<file path="src/verilog/motion_pkg.sv">
// Constants shared by the drive end and the motion master end.
// Assumes a single 125 MHz clock for both ends.
package motion_pkg;
  // ----------------------------------------
  // Clock and timing
  // ----------------------------------------
  localparam int CLK_MHZ = 125;
  localparam int US_TICK_TIME_US = 1;
  localparam logic [7:0] US_TICK_CYCLES = 8'(CLK_MHZ * US_TICK_TIME_US);
  localparam logic [31:0] CYCLE_THRESH_US = 32'h0000_09c4;
  // ----------------------------------------
  // Object dictionary indices and sub-indices
  // ----------------------------------------
  localparam logic [15:0] OBJ_CYCLE_PERIOD = 16'h1006;
  localparam logic [15:0] OBJ_MODE_SELECT = 16'h6060;
  localparam logic [15:0] OBJ_SUBMODE = 16'h60c0;
  localparam logic [15:0] OBJ_DATA_RECORD = 16'h60c1;
  localparam logic [7:0] SUB_COUNT = 8'h00;
  localparam logic [7:0] SUB_POS = 8'h01;
  localparam logic [7:0] SUB_VEL_CNT = 8'h02;
  localparam logic [7:0] SUB_VEL_RPM = 8'h03;
  localparam logic [31:0] RECORD_ENTRIES = 32'h0000_0003;
  localparam logic [15:0] MODE_INTERP = 16'h00ca;
  localparam logic [15:0] SUBMODE_LINEAR = 16'h0000;
  localparam logic [15:0] SUBMODE_CUBIC_PV = 16'hffff;
  localparam logic [15:0] SUBMODE_CUBIC_P = 16'hfffe;
  localparam logic [15:0] SUBMODE_RESET = 16'h0000;
  localparam logic [31:0] CYCLE_PERIOD_RESET = 32'h0000_0000;
  localparam logic [15:0] MODE_RESET = 16'h0000;
  // ----------------------------------------
  // Statusword and fault reaction
  // ----------------------------------------
  localparam int BIT_TARGET_REACHED = 10;
  localparam int BIT_FOLLOW_ERR = 13;
  localparam int BIT_FOLLOW_ERR_IP = 14;
  localparam logic [15:0] EMCY_FOLLOW_ERR = 16'hff11;
  localparam logic [1:0] REACT_CODE_MAX = 2'h2;
  localparam logic [1:0] REACT_CODE_DEFAULT = 2'h0;
  // ----------------------------------------
  // Master register map (APB byte offsets)
  // ----------------------------------------
  localparam logic [7:0] REG_OBJ_SEL = 8'h00;
  localparam logic [7:0] REG_OBJ_WDATA = 8'h04;
  localparam logic [7:0] REG_CMD = 8'h08;
  localparam logic [7:0] REG_STATUS = 8'h0c;
  localparam logic [7:0] REG_OBJ_RDATA = 8'h10;
  localparam logic [7:0] REG_IRQ_STATUS = 8'h14;
  localparam logic [7:0] REG_IRQ_MASK = 8'h18;
  localparam logic [7:0] REG_EMCY_CODE = 8'h1c;
  localparam logic [7:0] REG_EMCY_DATA = 8'h20;
  localparam int CMD_WRITE = 0;
  localparam int CMD_SYNC = 1;
  localparam int CMD_READ = 2;
  localparam int IRQ_EMCY = 0;
  localparam int IRQ_REACHED = 1;
  localparam int IRQ_FOLLOW = 2;
  localparam int IRQ_REFUSED = 3;
  localparam int IRQ_RDATA = 4;
  localparam int IRQ_BITS = 5;
endpackage : motion_pkg

</file>
<file path="src/verilog/motion_link_if.sv">
// Link between the motion master and the drive.
// Both ends run on the same ref_clk; the bench joins them.
`timescale 1ns/10ps
interface motion_link_if (
  input wire logic ref_clk
);
  logic obj_wr;
  logic obj_rd;
  logic [15:0] obj_index;
  logic [7:0] obj_sub;
  logic [31:0] obj_wdata;
  logic sync;
  logic obj_rvalid;
  logic [31:0] obj_rdata;
  logic [15:0] statusword;
  logic emcy_valid;
  logic [15:0] emcy_code;
  logic [31:0] emcy_data;
  modport master (
    output obj_wr, obj_rd, obj_index, obj_sub, obj_wdata, sync,
    input obj_rvalid, obj_rdata, statusword, emcy_valid, emcy_code, emcy_data
  );
  modport drive (
    input obj_wr, obj_rd, obj_index, obj_sub, obj_wdata, sync,
    output obj_rvalid, obj_rdata, statusword, emcy_valid, emcy_code, emcy_data
  );
endinterface : motion_link_if

</file>
<file path="src/verilog/motion_drive.sv">
// Drive end: position windows, fault reaction and interpolated setpoints.
// Assumes all user-side inputs come from logic on ref_clk.
//
// The APB register port was left to the implementer.
`timescale 1ns/10ps
module motion_drive (
  input wire logic ref_clk,
  input wire logic resetn,
  motion_link_if.drive link,
  input wire logic [31:0] actual_pos,
  input wire logic [31:0] target_pos,
  input wire logic [31:0] pos_window,
  input wire logic [31:0] pos_window_cycles,
  input wire logic [31:0] ferr_window,
  input wire logic [31:0] ferr_timeout_cycles,
  input wire logic following_fault_reaction_enable,
  input wire logic [1:0] fault_reaction_code,
  input wire logic [31:0] emergency_user_data_pair,
  input wire logic ffw_from_position_enable,
  input wire logic [2:0] pdo_map,
  input wire logic motor_stopped,
  output logic [31:0] loop_target,
  output logic [31:0] velocity_ref,
  output logic [31:0] velocity_ffw,
  output logic position_loop_on,
  output logic native_units,
  output logic [15:0] interp_mode,
  output logic stop_req,
  output logic [1:0] stop_code,
  output logic motor_disable
);
  typedef enum logic [1:0] {F_IDLE = 2'b00, F_STOP = 2'b01, F_DISABLED = 2'b10} fault_state_t;
  function automatic logic [31:0] abs_diff(input logic [31:0] a, input logic [31:0] b);
    logic [31:0] d;
    d = a - b;
    return d[31] ? (32'h0 - d) : d;
  endfunction : abs_diff

  // ----------------------------------------
  // Objects and setpoint pipeline
  // ----------------------------------------
  logic [15:0] mode_reg, mode_next, submode_reg, submode_next;
  logic [31:0] period_reg, period_next, vel_cnt_reg, vel_cnt_next, vel_rpm_reg, vel_rpm_next;
  logic [31:0] buf_reg [2], buf_next [2];
  logic [31:0] us_cnt_reg, us_cnt_next, prev_ref_reg, prev_ref_next, target_reg, target_next;
  logic [31:0] stage1_reg, stage1_next, stage2_reg, stage2_next, rdata_reg, rdata_next;
  logic [31:0] vref_reg, vref_next, ffw_reg, ffw_next;
  logic ptr_reg, ptr_next, new_rec_reg, new_rec_next, in_cycle_reg, in_cycle_next;
  logic stage1_v_reg, stage1_v_next, stage2_v_reg, stage2_v_next, rvalid_reg, rvalid_next;
  logic [7:0] div_reg, div_next;
  logic ip, short_cycle, us_tick, cycle_end, pos_mapped;
  logic [7:0] last_sub;
  logic [31:0] latest;
  always_comb begin
    ip = (mode_reg == motion_pkg::MODE_INTERP);
    short_cycle = (period_reg < motion_pkg::CYCLE_THRESH_US);
    pos_mapped = pdo_map[0];
    last_sub = pdo_map[2] ? motion_pkg::SUB_VEL_RPM :
               (pdo_map[1] ? motion_pkg::SUB_VEL_CNT : motion_pkg::SUB_POS);
    latest = buf_reg[~ptr_reg];
    us_tick = (div_reg == motion_pkg::US_TICK_CYCLES - 8'h01);
    // A sync arriving early also closes the running cycle
    cycle_end = in_cycle_reg && (link.sync || (us_tick && (us_cnt_reg + 32'h1 >= period_reg)));
    {mode_next, period_next, submode_next} = {mode_reg, period_reg, submode_reg};
    buf_next = buf_reg;
    {ptr_next, new_rec_next, in_cycle_next} = {ptr_reg, new_rec_reg, in_cycle_reg};
    {vel_cnt_next, vel_rpm_next, prev_ref_next} = {vel_cnt_reg, vel_rpm_reg, prev_ref_reg};
    div_next = us_tick ? 8'h00 : div_reg + 8'h01;
    us_cnt_next = us_tick ? us_cnt_reg + 32'h1 : us_cnt_reg;
    {stage1_next, stage2_next, stage1_v_next, stage2_v_next} =
      {stage1_reg, stage2_reg, stage1_v_reg, stage2_v_reg};
    {target_next, vref_next, ffw_next, rdata_next} = {target_reg, vref_reg, ffw_reg, rdata_reg};
    rvalid_next = link.obj_rd;
    if (cycle_end && ip && !short_cycle) begin
      if (submode_reg == motion_pkg::SUBMODE_CUBIC_P) begin
        if (stage2_v_reg) begin
          target_next = stage2_reg;
        end
        stage2_next = stage1_reg;
        stage2_v_next = stage1_v_reg;
      end else if (stage1_v_reg) begin
        target_next = stage1_reg;
      end
      stage1_v_next = 1'b0;
    end
    if (link.sync) begin
      div_next = 8'h00;
      us_cnt_next = 32'h0;
      in_cycle_next = 1'b1;
    end
    if (link.sync && ip) begin
      new_rec_next = 1'b0;
      if (!pos_mapped) begin
        vref_next = pdo_map[2] ? vel_rpm_reg : vel_cnt_reg;
      end else if (short_cycle) begin
        target_next = latest;
      end else if (new_rec_reg) begin
        stage1_next = latest;
        stage1_v_next = 1'b1;
      end
      prev_ref_next = latest;
      if (short_cycle && ffw_from_position_enable) begin
        ffw_next = latest - prev_ref_reg;
      end else if (pdo_map[2]) begin
        ffw_next = vel_rpm_reg;
      end else begin
        ffw_next = 32'h0;
      end
    end
    if (link.obj_wr) begin
      case (link.obj_index)
        motion_pkg::OBJ_MODE_SELECT: mode_next = link.obj_wdata[15:0];
        motion_pkg::OBJ_CYCLE_PERIOD: period_next = link.obj_wdata;
        motion_pkg::OBJ_SUBMODE: begin
          // Reserved positive codes are ignored
          if (link.obj_wdata[15:0] == motion_pkg::SUBMODE_LINEAR ||
              link.obj_wdata[15:0] == motion_pkg::SUBMODE_CUBIC_PV ||
              link.obj_wdata[15:0] == motion_pkg::SUBMODE_CUBIC_P) begin
            submode_next = link.obj_wdata[15:0];
          end
        end
        motion_pkg::OBJ_DATA_RECORD: begin
          case (link.obj_sub)
            motion_pkg::SUB_POS: buf_next[ptr_reg] = link.obj_wdata;
            motion_pkg::SUB_VEL_CNT: vel_cnt_next = link.obj_wdata;
            motion_pkg::SUB_VEL_RPM: vel_rpm_next = link.obj_wdata;
            default: ;
          endcase
          if (link.obj_sub == last_sub) begin
            ptr_next = ~ptr_reg;
            new_rec_next = 1'b1;
          end
        end
        default: ;
      endcase
    end
    if (link.obj_rd) begin
      case (link.obj_index)
        motion_pkg::OBJ_MODE_SELECT: rdata_next = {16'h0000, mode_reg};
        motion_pkg::OBJ_CYCLE_PERIOD: rdata_next = period_reg;
        motion_pkg::OBJ_SUBMODE: rdata_next = {{16{submode_reg[15]}}, submode_reg};
        motion_pkg::OBJ_DATA_RECORD: begin
          case (link.obj_sub)
            motion_pkg::SUB_COUNT: rdata_next = motion_pkg::RECORD_ENTRIES;
            motion_pkg::SUB_POS: rdata_next = latest;
            motion_pkg::SUB_VEL_CNT: rdata_next = vel_cnt_reg;
            motion_pkg::SUB_VEL_RPM: rdata_next = vel_rpm_reg;
            default: rdata_next = 32'h0;
          endcase
        end
        default: rdata_next = 32'h0;
      endcase
    end
  end

  always_ff @(posedge ref_clk or negedge resetn) begin
    if (!resetn) begin
      {mode_reg, period_reg, submode_reg} <=
        {motion_pkg::MODE_RESET, motion_pkg::CYCLE_PERIOD_RESET, motion_pkg::SUBMODE_RESET};
      buf_reg <= '{32'h0, 32'h0};
      {ptr_reg, new_rec_reg, in_cycle_reg, stage1_v_reg, stage2_v_reg, rvalid_reg} <= '0;
      {vel_cnt_reg, vel_rpm_reg, us_cnt_reg, stage1_reg, stage2_reg} <= '0;
      {prev_ref_reg, target_reg, vref_reg, ffw_reg, rdata_reg} <= '0;
      div_reg <= 8'h00;
    end else begin
      {mode_reg, period_reg, submode_reg} <= {mode_next, period_next, submode_next};
      buf_reg <= buf_next;
      {ptr_reg, new_rec_reg, in_cycle_reg} <= {ptr_next, new_rec_next, in_cycle_next};
      {vel_cnt_reg, vel_rpm_reg, prev_ref_reg} <= {vel_cnt_next, vel_rpm_next, prev_ref_next};
      {div_reg, us_cnt_reg, rvalid_reg} <= {div_next, us_cnt_next, rvalid_next};
      {stage1_reg, stage2_reg, stage1_v_reg, stage2_v_reg} <=
        {stage1_next, stage2_next, stage1_v_next, stage2_v_next};
      {target_reg, vref_reg, ffw_reg, rdata_reg} <=
        {target_next, vref_next, ffw_next, rdata_next};
    end
  end

  // ----------------------------------------
  // Windows and fault reaction
  // ----------------------------------------
  logic [31:0] tr_cnt_reg, tr_cnt_next, fe_cnt_reg, fe_cnt_next;
  logic [15:0] sw_reg, sw_next;
  fault_state_t fstate_reg, fstate_next;
  logic [1:0] code_reg, code_next;
  logic ferr_prev_reg, ferr_prev_next, emcy_reg, emcy_next, inside_tr, outside_fe, reached, ferr;
  always_comb begin
    inside_tr = abs_diff(actual_pos, target_pos) <= pos_window;
    outside_fe = abs_diff(actual_pos, target_reg) > ferr_window;
    tr_cnt_next = !inside_tr ? 32'h0 :
                  ((tr_cnt_reg < pos_window_cycles) ? tr_cnt_reg + 32'h1 : tr_cnt_reg);
    fe_cnt_next = !outside_fe ? 32'h0 :
                  ((fe_cnt_reg <= ferr_timeout_cycles) ? fe_cnt_reg + 32'h1 : fe_cnt_reg);
    reached = inside_tr && (tr_cnt_reg >= pos_window_cycles);
    ferr = outside_fe && (fe_cnt_reg > ferr_timeout_cycles);
    sw_next = 16'h0000;
    sw_next[motion_pkg::BIT_TARGET_REACHED] = reached;
    sw_next[motion_pkg::BIT_FOLLOW_ERR] = ferr && !ip;
    sw_next[motion_pkg::BIT_FOLLOW_ERR_IP] = ferr && ip;
    {ferr_prev_next, emcy_next} = {ferr, 1'b0};
    fstate_next = fstate_reg;
    code_next = code_reg;
    case (fstate_reg)
      F_IDLE: begin
        if (following_fault_reaction_enable && ferr && !ferr_prev_reg) begin
          fstate_next = F_STOP;
          // Code 3 is not valid; fall back to the default stop
          code_next = (fault_reaction_code > motion_pkg::REACT_CODE_MAX) ?
                      motion_pkg::REACT_CODE_DEFAULT : fault_reaction_code;
        end
      end
      F_STOP: begin
        if (motor_stopped) begin
          fstate_next = F_DISABLED;
          emcy_next = 1'b1;
        end
      end
      F_DISABLED: begin
        if (!following_fault_reaction_enable) begin
          fstate_next = F_IDLE;
        end
      end
      default: fstate_next = F_IDLE;
    endcase
  end

  always_ff @(posedge ref_clk or negedge resetn) begin
    if (!resetn) begin
      {tr_cnt_reg, fe_cnt_reg, sw_reg, ferr_prev_reg, emcy_reg} <= '0;
      fstate_reg <= F_IDLE;
      code_reg <= motion_pkg::REACT_CODE_DEFAULT;
    end else begin
      {tr_cnt_reg, fe_cnt_reg, sw_reg} <= {tr_cnt_next, fe_cnt_next, sw_next};
      {ferr_prev_reg, emcy_reg, code_reg} <= {ferr_prev_next, emcy_next, code_next};
      fstate_reg <= fstate_next;
    end
  end

  assign link.statusword = sw_reg;
  assign link.emcy_valid = emcy_reg;
  assign link.emcy_code = motion_pkg::EMCY_FOLLOW_ERR;
  assign link.emcy_data = emergency_user_data_pair;
  assign link.obj_rvalid = rvalid_reg;
  assign link.obj_rdata = rdata_reg;
  assign loop_target = target_reg;
  assign velocity_ref = vref_reg;
  assign velocity_ffw = ffw_reg;
  assign position_loop_on = !(ip && !pos_mapped);
  assign native_units = ip;
  assign interp_mode = submode_reg;
  assign stop_req = (fstate_reg == F_STOP);
  assign stop_code = code_reg;
  assign motor_disable = (fstate_reg == F_DISABLED);
endmodule : motion_drive

</file>
<file path="src/flat_wrapper.sv">
// flat-port wrapper written by rule: the top's interface ports become plain ports
module motion_drive_flat 
  (ref_clk, resetn, actual_pos, target_pos, pos_window, pos_window_cycles, ferr_window, ferr_timeout_cycles, following_fault_reaction_enable, fault_reaction_code, emergency_user_data_pair, ffw_from_position_enable, pdo_map, motor_stopped, loop_target, velocity_ref, velocity_ffw, position_loop_on, native_units, interp_mode, stop_req, stop_code, motor_disable, link_obj_wr, link_obj_rd, link_obj_index, link_obj_sub, link_obj_wdata, link_sync, link_obj_rvalid, link_obj_rdata, link_statusword, link_emcy_valid, link_emcy_code, link_emcy_data);
  motion_link_if link_i (.ref_clk(ref_clk));
  input wire logic ref_clk;
  input wire logic resetn;
  input wire logic [31:0] actual_pos;
  input wire logic [31:0] target_pos;
  input wire logic [31:0] pos_window;
  input wire logic [31:0] pos_window_cycles;
  input wire logic [31:0] ferr_window;
  input wire logic [31:0] ferr_timeout_cycles;
  input wire logic following_fault_reaction_enable;
  input wire logic [1:0] fault_reaction_code;
  input wire logic [31:0] emergency_user_data_pair;
  input wire logic ffw_from_position_enable;
  input wire logic [2:0] pdo_map;
  input wire logic motor_stopped;
  output logic [31:0] loop_target;
  output logic [31:0] velocity_ref;
  output logic [31:0] velocity_ffw;
  output logic position_loop_on;
  output logic native_units;
  output logic [15:0] interp_mode;
  output logic stop_req;
  output logic [1:0] stop_code;
  output logic motor_disable;
  input wire logic [$bits(link_i.obj_wr)-1:0] link_obj_wr;
  input wire logic [$bits(link_i.obj_rd)-1:0] link_obj_rd;
  input wire logic [$bits(link_i.obj_index)-1:0] link_obj_index;
  input wire logic [$bits(link_i.obj_sub)-1:0] link_obj_sub;
  input wire logic [$bits(link_i.obj_wdata)-1:0] link_obj_wdata;
  input wire logic [$bits(link_i.sync)-1:0] link_sync;
  output wire logic [$bits(link_i.obj_rvalid)-1:0] link_obj_rvalid;
  output wire logic [$bits(link_i.obj_rdata)-1:0] link_obj_rdata;
  output wire logic [$bits(link_i.statusword)-1:0] link_statusword;
  output wire logic [$bits(link_i.emcy_valid)-1:0] link_emcy_valid;
  output wire logic [$bits(link_i.emcy_code)-1:0] link_emcy_code;
  output wire logic [$bits(link_i.emcy_data)-1:0] link_emcy_data;
  assign link_i.obj_wr = link_obj_wr;
  assign link_i.obj_rd = link_obj_rd;
  assign link_i.obj_index = link_obj_index;
  assign link_i.obj_sub = link_obj_sub;
  assign link_i.obj_wdata = link_obj_wdata;
  assign link_i.sync = link_sync;
  assign link_obj_rvalid = link_i.obj_rvalid;
  assign link_obj_rdata = link_i.obj_rdata;
  assign link_statusword = link_i.statusword;
  assign link_emcy_valid = link_i.emcy_valid;
  assign link_emcy_code = link_i.emcy_code;
  assign link_emcy_data = link_i.emcy_data;
  motion_drive u_core (.ref_clk(ref_clk), .resetn(resetn), .link(link_i), .actual_pos(actual_pos), .target_pos(target_pos), .pos_window(pos_window), .pos_window_cycles(pos_window_cycles), .ferr_window(ferr_window), .ferr_timeout_cycles(ferr_timeout_cycles), .following_fault_reaction_enable(following_fault_reaction_enable), .fault_reaction_code(fault_reaction_code), .emergency_user_data_pair(emergency_user_data_pair), .ffw_from_position_enable(ffw_from_position_enable), .pdo_map(pdo_map), .motor_stopped(motor_stopped), .loop_target(loop_target), .velocity_ref(velocity_ref), .velocity_ffw(velocity_ffw), .position_loop_on(position_loop_on), .native_units(native_units), .interp_mode(interp_mode), .stop_req(stop_req), .stop_code(stop_code), .motor_disable(motor_disable));
endmodule
</file>
<file path="config.mk">
export PLATFORM = sky130hd
export DESIGN_NAME = motion_drive_flat
export DESIGN_NICKNAME = d
export VERILOG_FILES = /design/src/verilog/motion_pkg.sv /design/src/verilog/motion_link_if.sv /design/src/verilog/motion_drive.sv /design/src/flat_wrapper.sv
export SDC_FILE = /design/constraint.sdc
export NUM_CORES = 2
export LEC_CHECK = 0
export BUFFER_PORTS_ARGS = -buffer_cell sky130_fd_sc_hd__buf_2
export CELL_PAD_IN_SITES_DETAIL_PLACEMENT = 1
export CELL_PAD_IN_SITES_GLOBAL_PLACEMENT = 1
export CORE_MARGIN = 4
export CORE_UTILIZATION = 48
export DETAILED_ROUTE_END_ITERATION = 8
export PLACE_DENSITY_LB_ADDON = 0.25
export SLEW_MARGIN = 10
export SYNTH_ARGS = -nofsm -noshare
export SYNTH_HDL_FRONTEND = slang
export SYNTH_SLANG_ARGS = --single-unit
</file>
<file path="constraint.sdc">
create_clock -name ref_clk -period 13.3 [get_ports ref_clk]
set_input_delay 1.995 -clock ref_clk [delete_from_list [all_inputs] [get_ports ref_clk]]
set_output_delay 1.995 -clock ref_clk [all_outputs]
set_load 0.02 [all_outputs]
</file>
==> flow_summary_export.csv <==
group,metric,value,unit
hold_path,hold_path.class,"reg -> reg",
global_route,first_global_vias,32681,
cts,cts_tree,"done",
run_status,outcome,"completed",
drt,drc,0,
global_route,grt.total_usage,0.294,
cts,cts_max_path_buffers,3,
timing,rsz0062_at_grt,"false",
setup_path,slowest_stage,"or4_1",
drt,final_antenna_net_count,0,
cts,cts_inserted_buffers,59,
timing,setup_viol,0,
synthesis,synth_cells,3854,
floorplanning,dieArea,78500,sq um
setup_path,path_buf_inv,4,
layout,largest_reg_flops,64,
synthesis,synthMuxAreaShare,0.107,
setup_path,cp_data_required_time,13810,ps
synthesis,ys_seq_elements,535,
setup_path,cp-end-kind,"flip-flop",
layout,fill_cells,8489,
placement,place_hpwl,87400,microns
setup_path,worstPathMaxFanout,7,
global_route,grt_max_degree,166,
setup_path,worstSetupEndpoint,"u_core.stop_code[1]",
timing,skew,28.7,ps
synthesis,synth_area_leaders,"dfrtp_1 (38%), mux2_2 (9.4%), ha_1 (9.1%)",
pwr,power_per_cell_area,103,nW/um^2
synthesis,synth_edf_count,0,
pwr,p_total,4.17,mW
setup_path,arrival,8250,ps
timing,whs,485,ps
timing,setup-tns-final,0,ps
setup_path,r2r-end,"u_core.stop_code[1]",
drt,wl,119000,microns
synthesis,ys.flop_type,"dfrtp_1",
drt,wl_per_cell,22.9,microns
pwr,leakage,20.4,nW
setup_path,cp_top_family,"simple AND/OR/NAND/NOR gates",
cts,root_buffer,"clkbuf_16",
global_route,grt-ovfl-total,0,
global_route,grt_pass1_wl,185000,microns
layout,areaGrowthSynthToFinish,13.3,%
floorplanning,num_rows,99,
drt,drtIter0Drc,2085,
synthesis,synthSimpleGateAreaFrac,0.145,
hold_path,hp-start,"u_core.velocity_ffw[0]",
pwr,max-vdd-ir-drop,0.0862,mV
drt,drt-pass1-iter-count,5,
global_route,antenna_found_initial,4,
cts,cts_setup_buffers,0,
floorplanning,core,73200,sq um
synthesis,async_flop_share,1.00,
placement,gp_congestion,0.914,
synthesis,yosysSeqAreaShare,0.376,
setup_path,rr_worst_depth,19,
synthesis,yosysUniqueCellTypes,96,
synthesis,synth_top_family_by_area,"compound AO/OA/AOI/OAI gates",
drt,routed_via_density,5.91,
timing,maxClockFrequency,129,MHz
synthesis,synth_fa_ha_area_frac,0.0931,
setup_path,path_depth,24,
floorplanning,io_pins,509,
cts,cts.sinks,535,
layout,stdcell_area,40300,sq um
timing,maxSlewHeadroom,0.0520,
placement,dpl_cell_area,38200,sq um
setup_path,rrSetupSlack,6630,ps
timing,hold_viol_final,0,
cts,clk_pin_slew,60,ps
synthesis,postSynthAreaPerCell,9.23,sq um
job,max-cap-violations,0,
setup_path,r2r-start,"u_core.loop_target[0]",
floorplanning,fp.dieW,280,microns
setup_path,setup.worst_path.class,"in -> reg",
floorplanning,die_h,280,microns
cts,cts_hold_buf,0,
layout,layout.nets,4726,
synthesis,synth-xor-area-share,0.0632,
floorplanning,start_util,0.486,
setup_path,cpPeakStageDelay,540,ps
synthesis,post-synth-top-area-cell,"dfrtp_1",
setup_path,crit_start,"actual_pos[0]",
synthesis,netlist_area,35600,sq um
synthesis,synth_common_cells,"dfrtp_1 (535), nor2_1 (383), inv_1 (326), mux2_2 (296), ha_1 (260)",
drt,num_vias,30624,
cts,cts-resized-gates,0,
timing,min_period_over_period,0.582,
cts,clock_latency,630,ps
timing,post-route-min-period,7740,ps
timing,worst_slew_pin_slew,1410,ps
synthesis,yosysMostFrequentCell,"dfrtp_1",
setup_path,worstPathCellList,"buf_2 > inv_1 > ha_1 > inv_1 > fa_1 > xnor2_1 > and3_1 > o21ai_0 > nor2_1 > and4b_1 > nor4bb_1 > nand4_1 > nor3_2 > a31oi_1 > xnor2_1 > ha_1 > nand4_1 > nor4_1 > o21ai_1 > a32oi_1 > buf_4 > nand2_1 > or4_1 > mux2_2",
cts,htree_levels,2,
setup_path,startpoint_type,"input port",
synthesis,synth_warnings,0,
layout,drive_gt1_frac,0.212,
synthesis,synth_top_area_share,0.376,
placement,numPortBuffers,415,
synthesis,synth_compound_area_frac,0.149,
timing,maxSlewViolCount,0,
[kinds of logic after synthesis]
kind of cell / count (synthesis)
and+or+nand+nor: 1067
AOI/OAI and AO/OA: 836
buffers and inverters: 553
DFF: 535
muxes: 343
adders and majority gates: 263
xor gates and xnor gates: 255
other: 2
[cell usage in the layout (no fill, tap or decap), types with 54 or more instances in the layout]
cell type  instances
dfrtp_1          535
buf_2            414
nor2_1           381
inv_1            326
mux2_2           296
ha_1             260
a21oi_1          254
nand2_1          212
xnor2_1          169
o21ai_0          145
a21o_1           106
xor2_1            84
nor3_1            79
nand3_1           78
nand4_1           71
clkbuf_16         59
a31oi_1           54
[power by group]
group          internal, mW  switching [mW]  total [mW]
clock                  1.07           0.712        1.78
sequential             1.65          0.0209        1.67
combinational         0.272           0.447       0.719
[worst min path at each step]
stage	endpoint	slack (ps)	depth (start not counted)
final	u_core.velocity_ffw[0]	480	2
after CTS	u_core.fstate_reg[0]	480	1
after global routing	u_core.buf_reg[8]	510	1
after floorplan	u_core.fstate_reg[0]	430	1
after detailed placement	u_core.fstate_reg[0]	460	1
after global placement	u_core.fstate_reg[0]	450	1
[per-layer routing]
metal | wire, microns | part of all wire | up-vias | track usage
li1 | - | - | 14135 | -
met3 | 6130 | 0.052 | 222 | 0.0485
met2 | 57100 | 0.48 | 812 | 0.503
met4 | 4470 | 0.038 | 2 | 0.107
met5 | 13 | 0.00011 | - | 0
met1 | 50900 | 0.43 | 15453 | 0.378
[worst reg2reg max path, stage by stage (launching register included)]
cell and delay [ps]:
dfrtp_1 490, ha_1 270, nand2b_1 180, a211oi_2 490
o211ai_1 180, a311oi_1 720, nor4bb_1 540, nand4_1 240
nor3_2 460, a31oi_1 170, xnor2_1 180, ha_1 300
nand4_1 180, nor4_1 530, o21ai_1 180, a32oi_1 260
buf_4 240, nand2_1 120, or4_1 540, mux2_2 300
[layout make-up]
| class | count | area [sq um] | area share |
|---|---|---|---|
| well taps | 959 | 1200 | 0.0298 |
| diodes | 3 | 7.51 | 0.000186 |
| repair buffers | 454 | 2390 | 0.0593 |
| multi-input cells | 2793 | 20000 | 0.497 |
| clock buffers | 82 | 1660 | 0.0412 |
| flip-flops and latches | 535 | 13400 | 0.332 |
| inverters | 327 | 1230 | 0.0304 |
| clock inverters | 27 | 418 | 0.0104 |
[through the flow]
stage,setup WS (ps),cells,util
floorplan,5990,3881,-
global placement,5050,5068,0.522
detailed placement,4950,5068,0.522
CTS,5570,5177,0.551
global route,5040,5179,0.551
finish,5560,5180,0.551
Power figures use the tool's default switching activity.
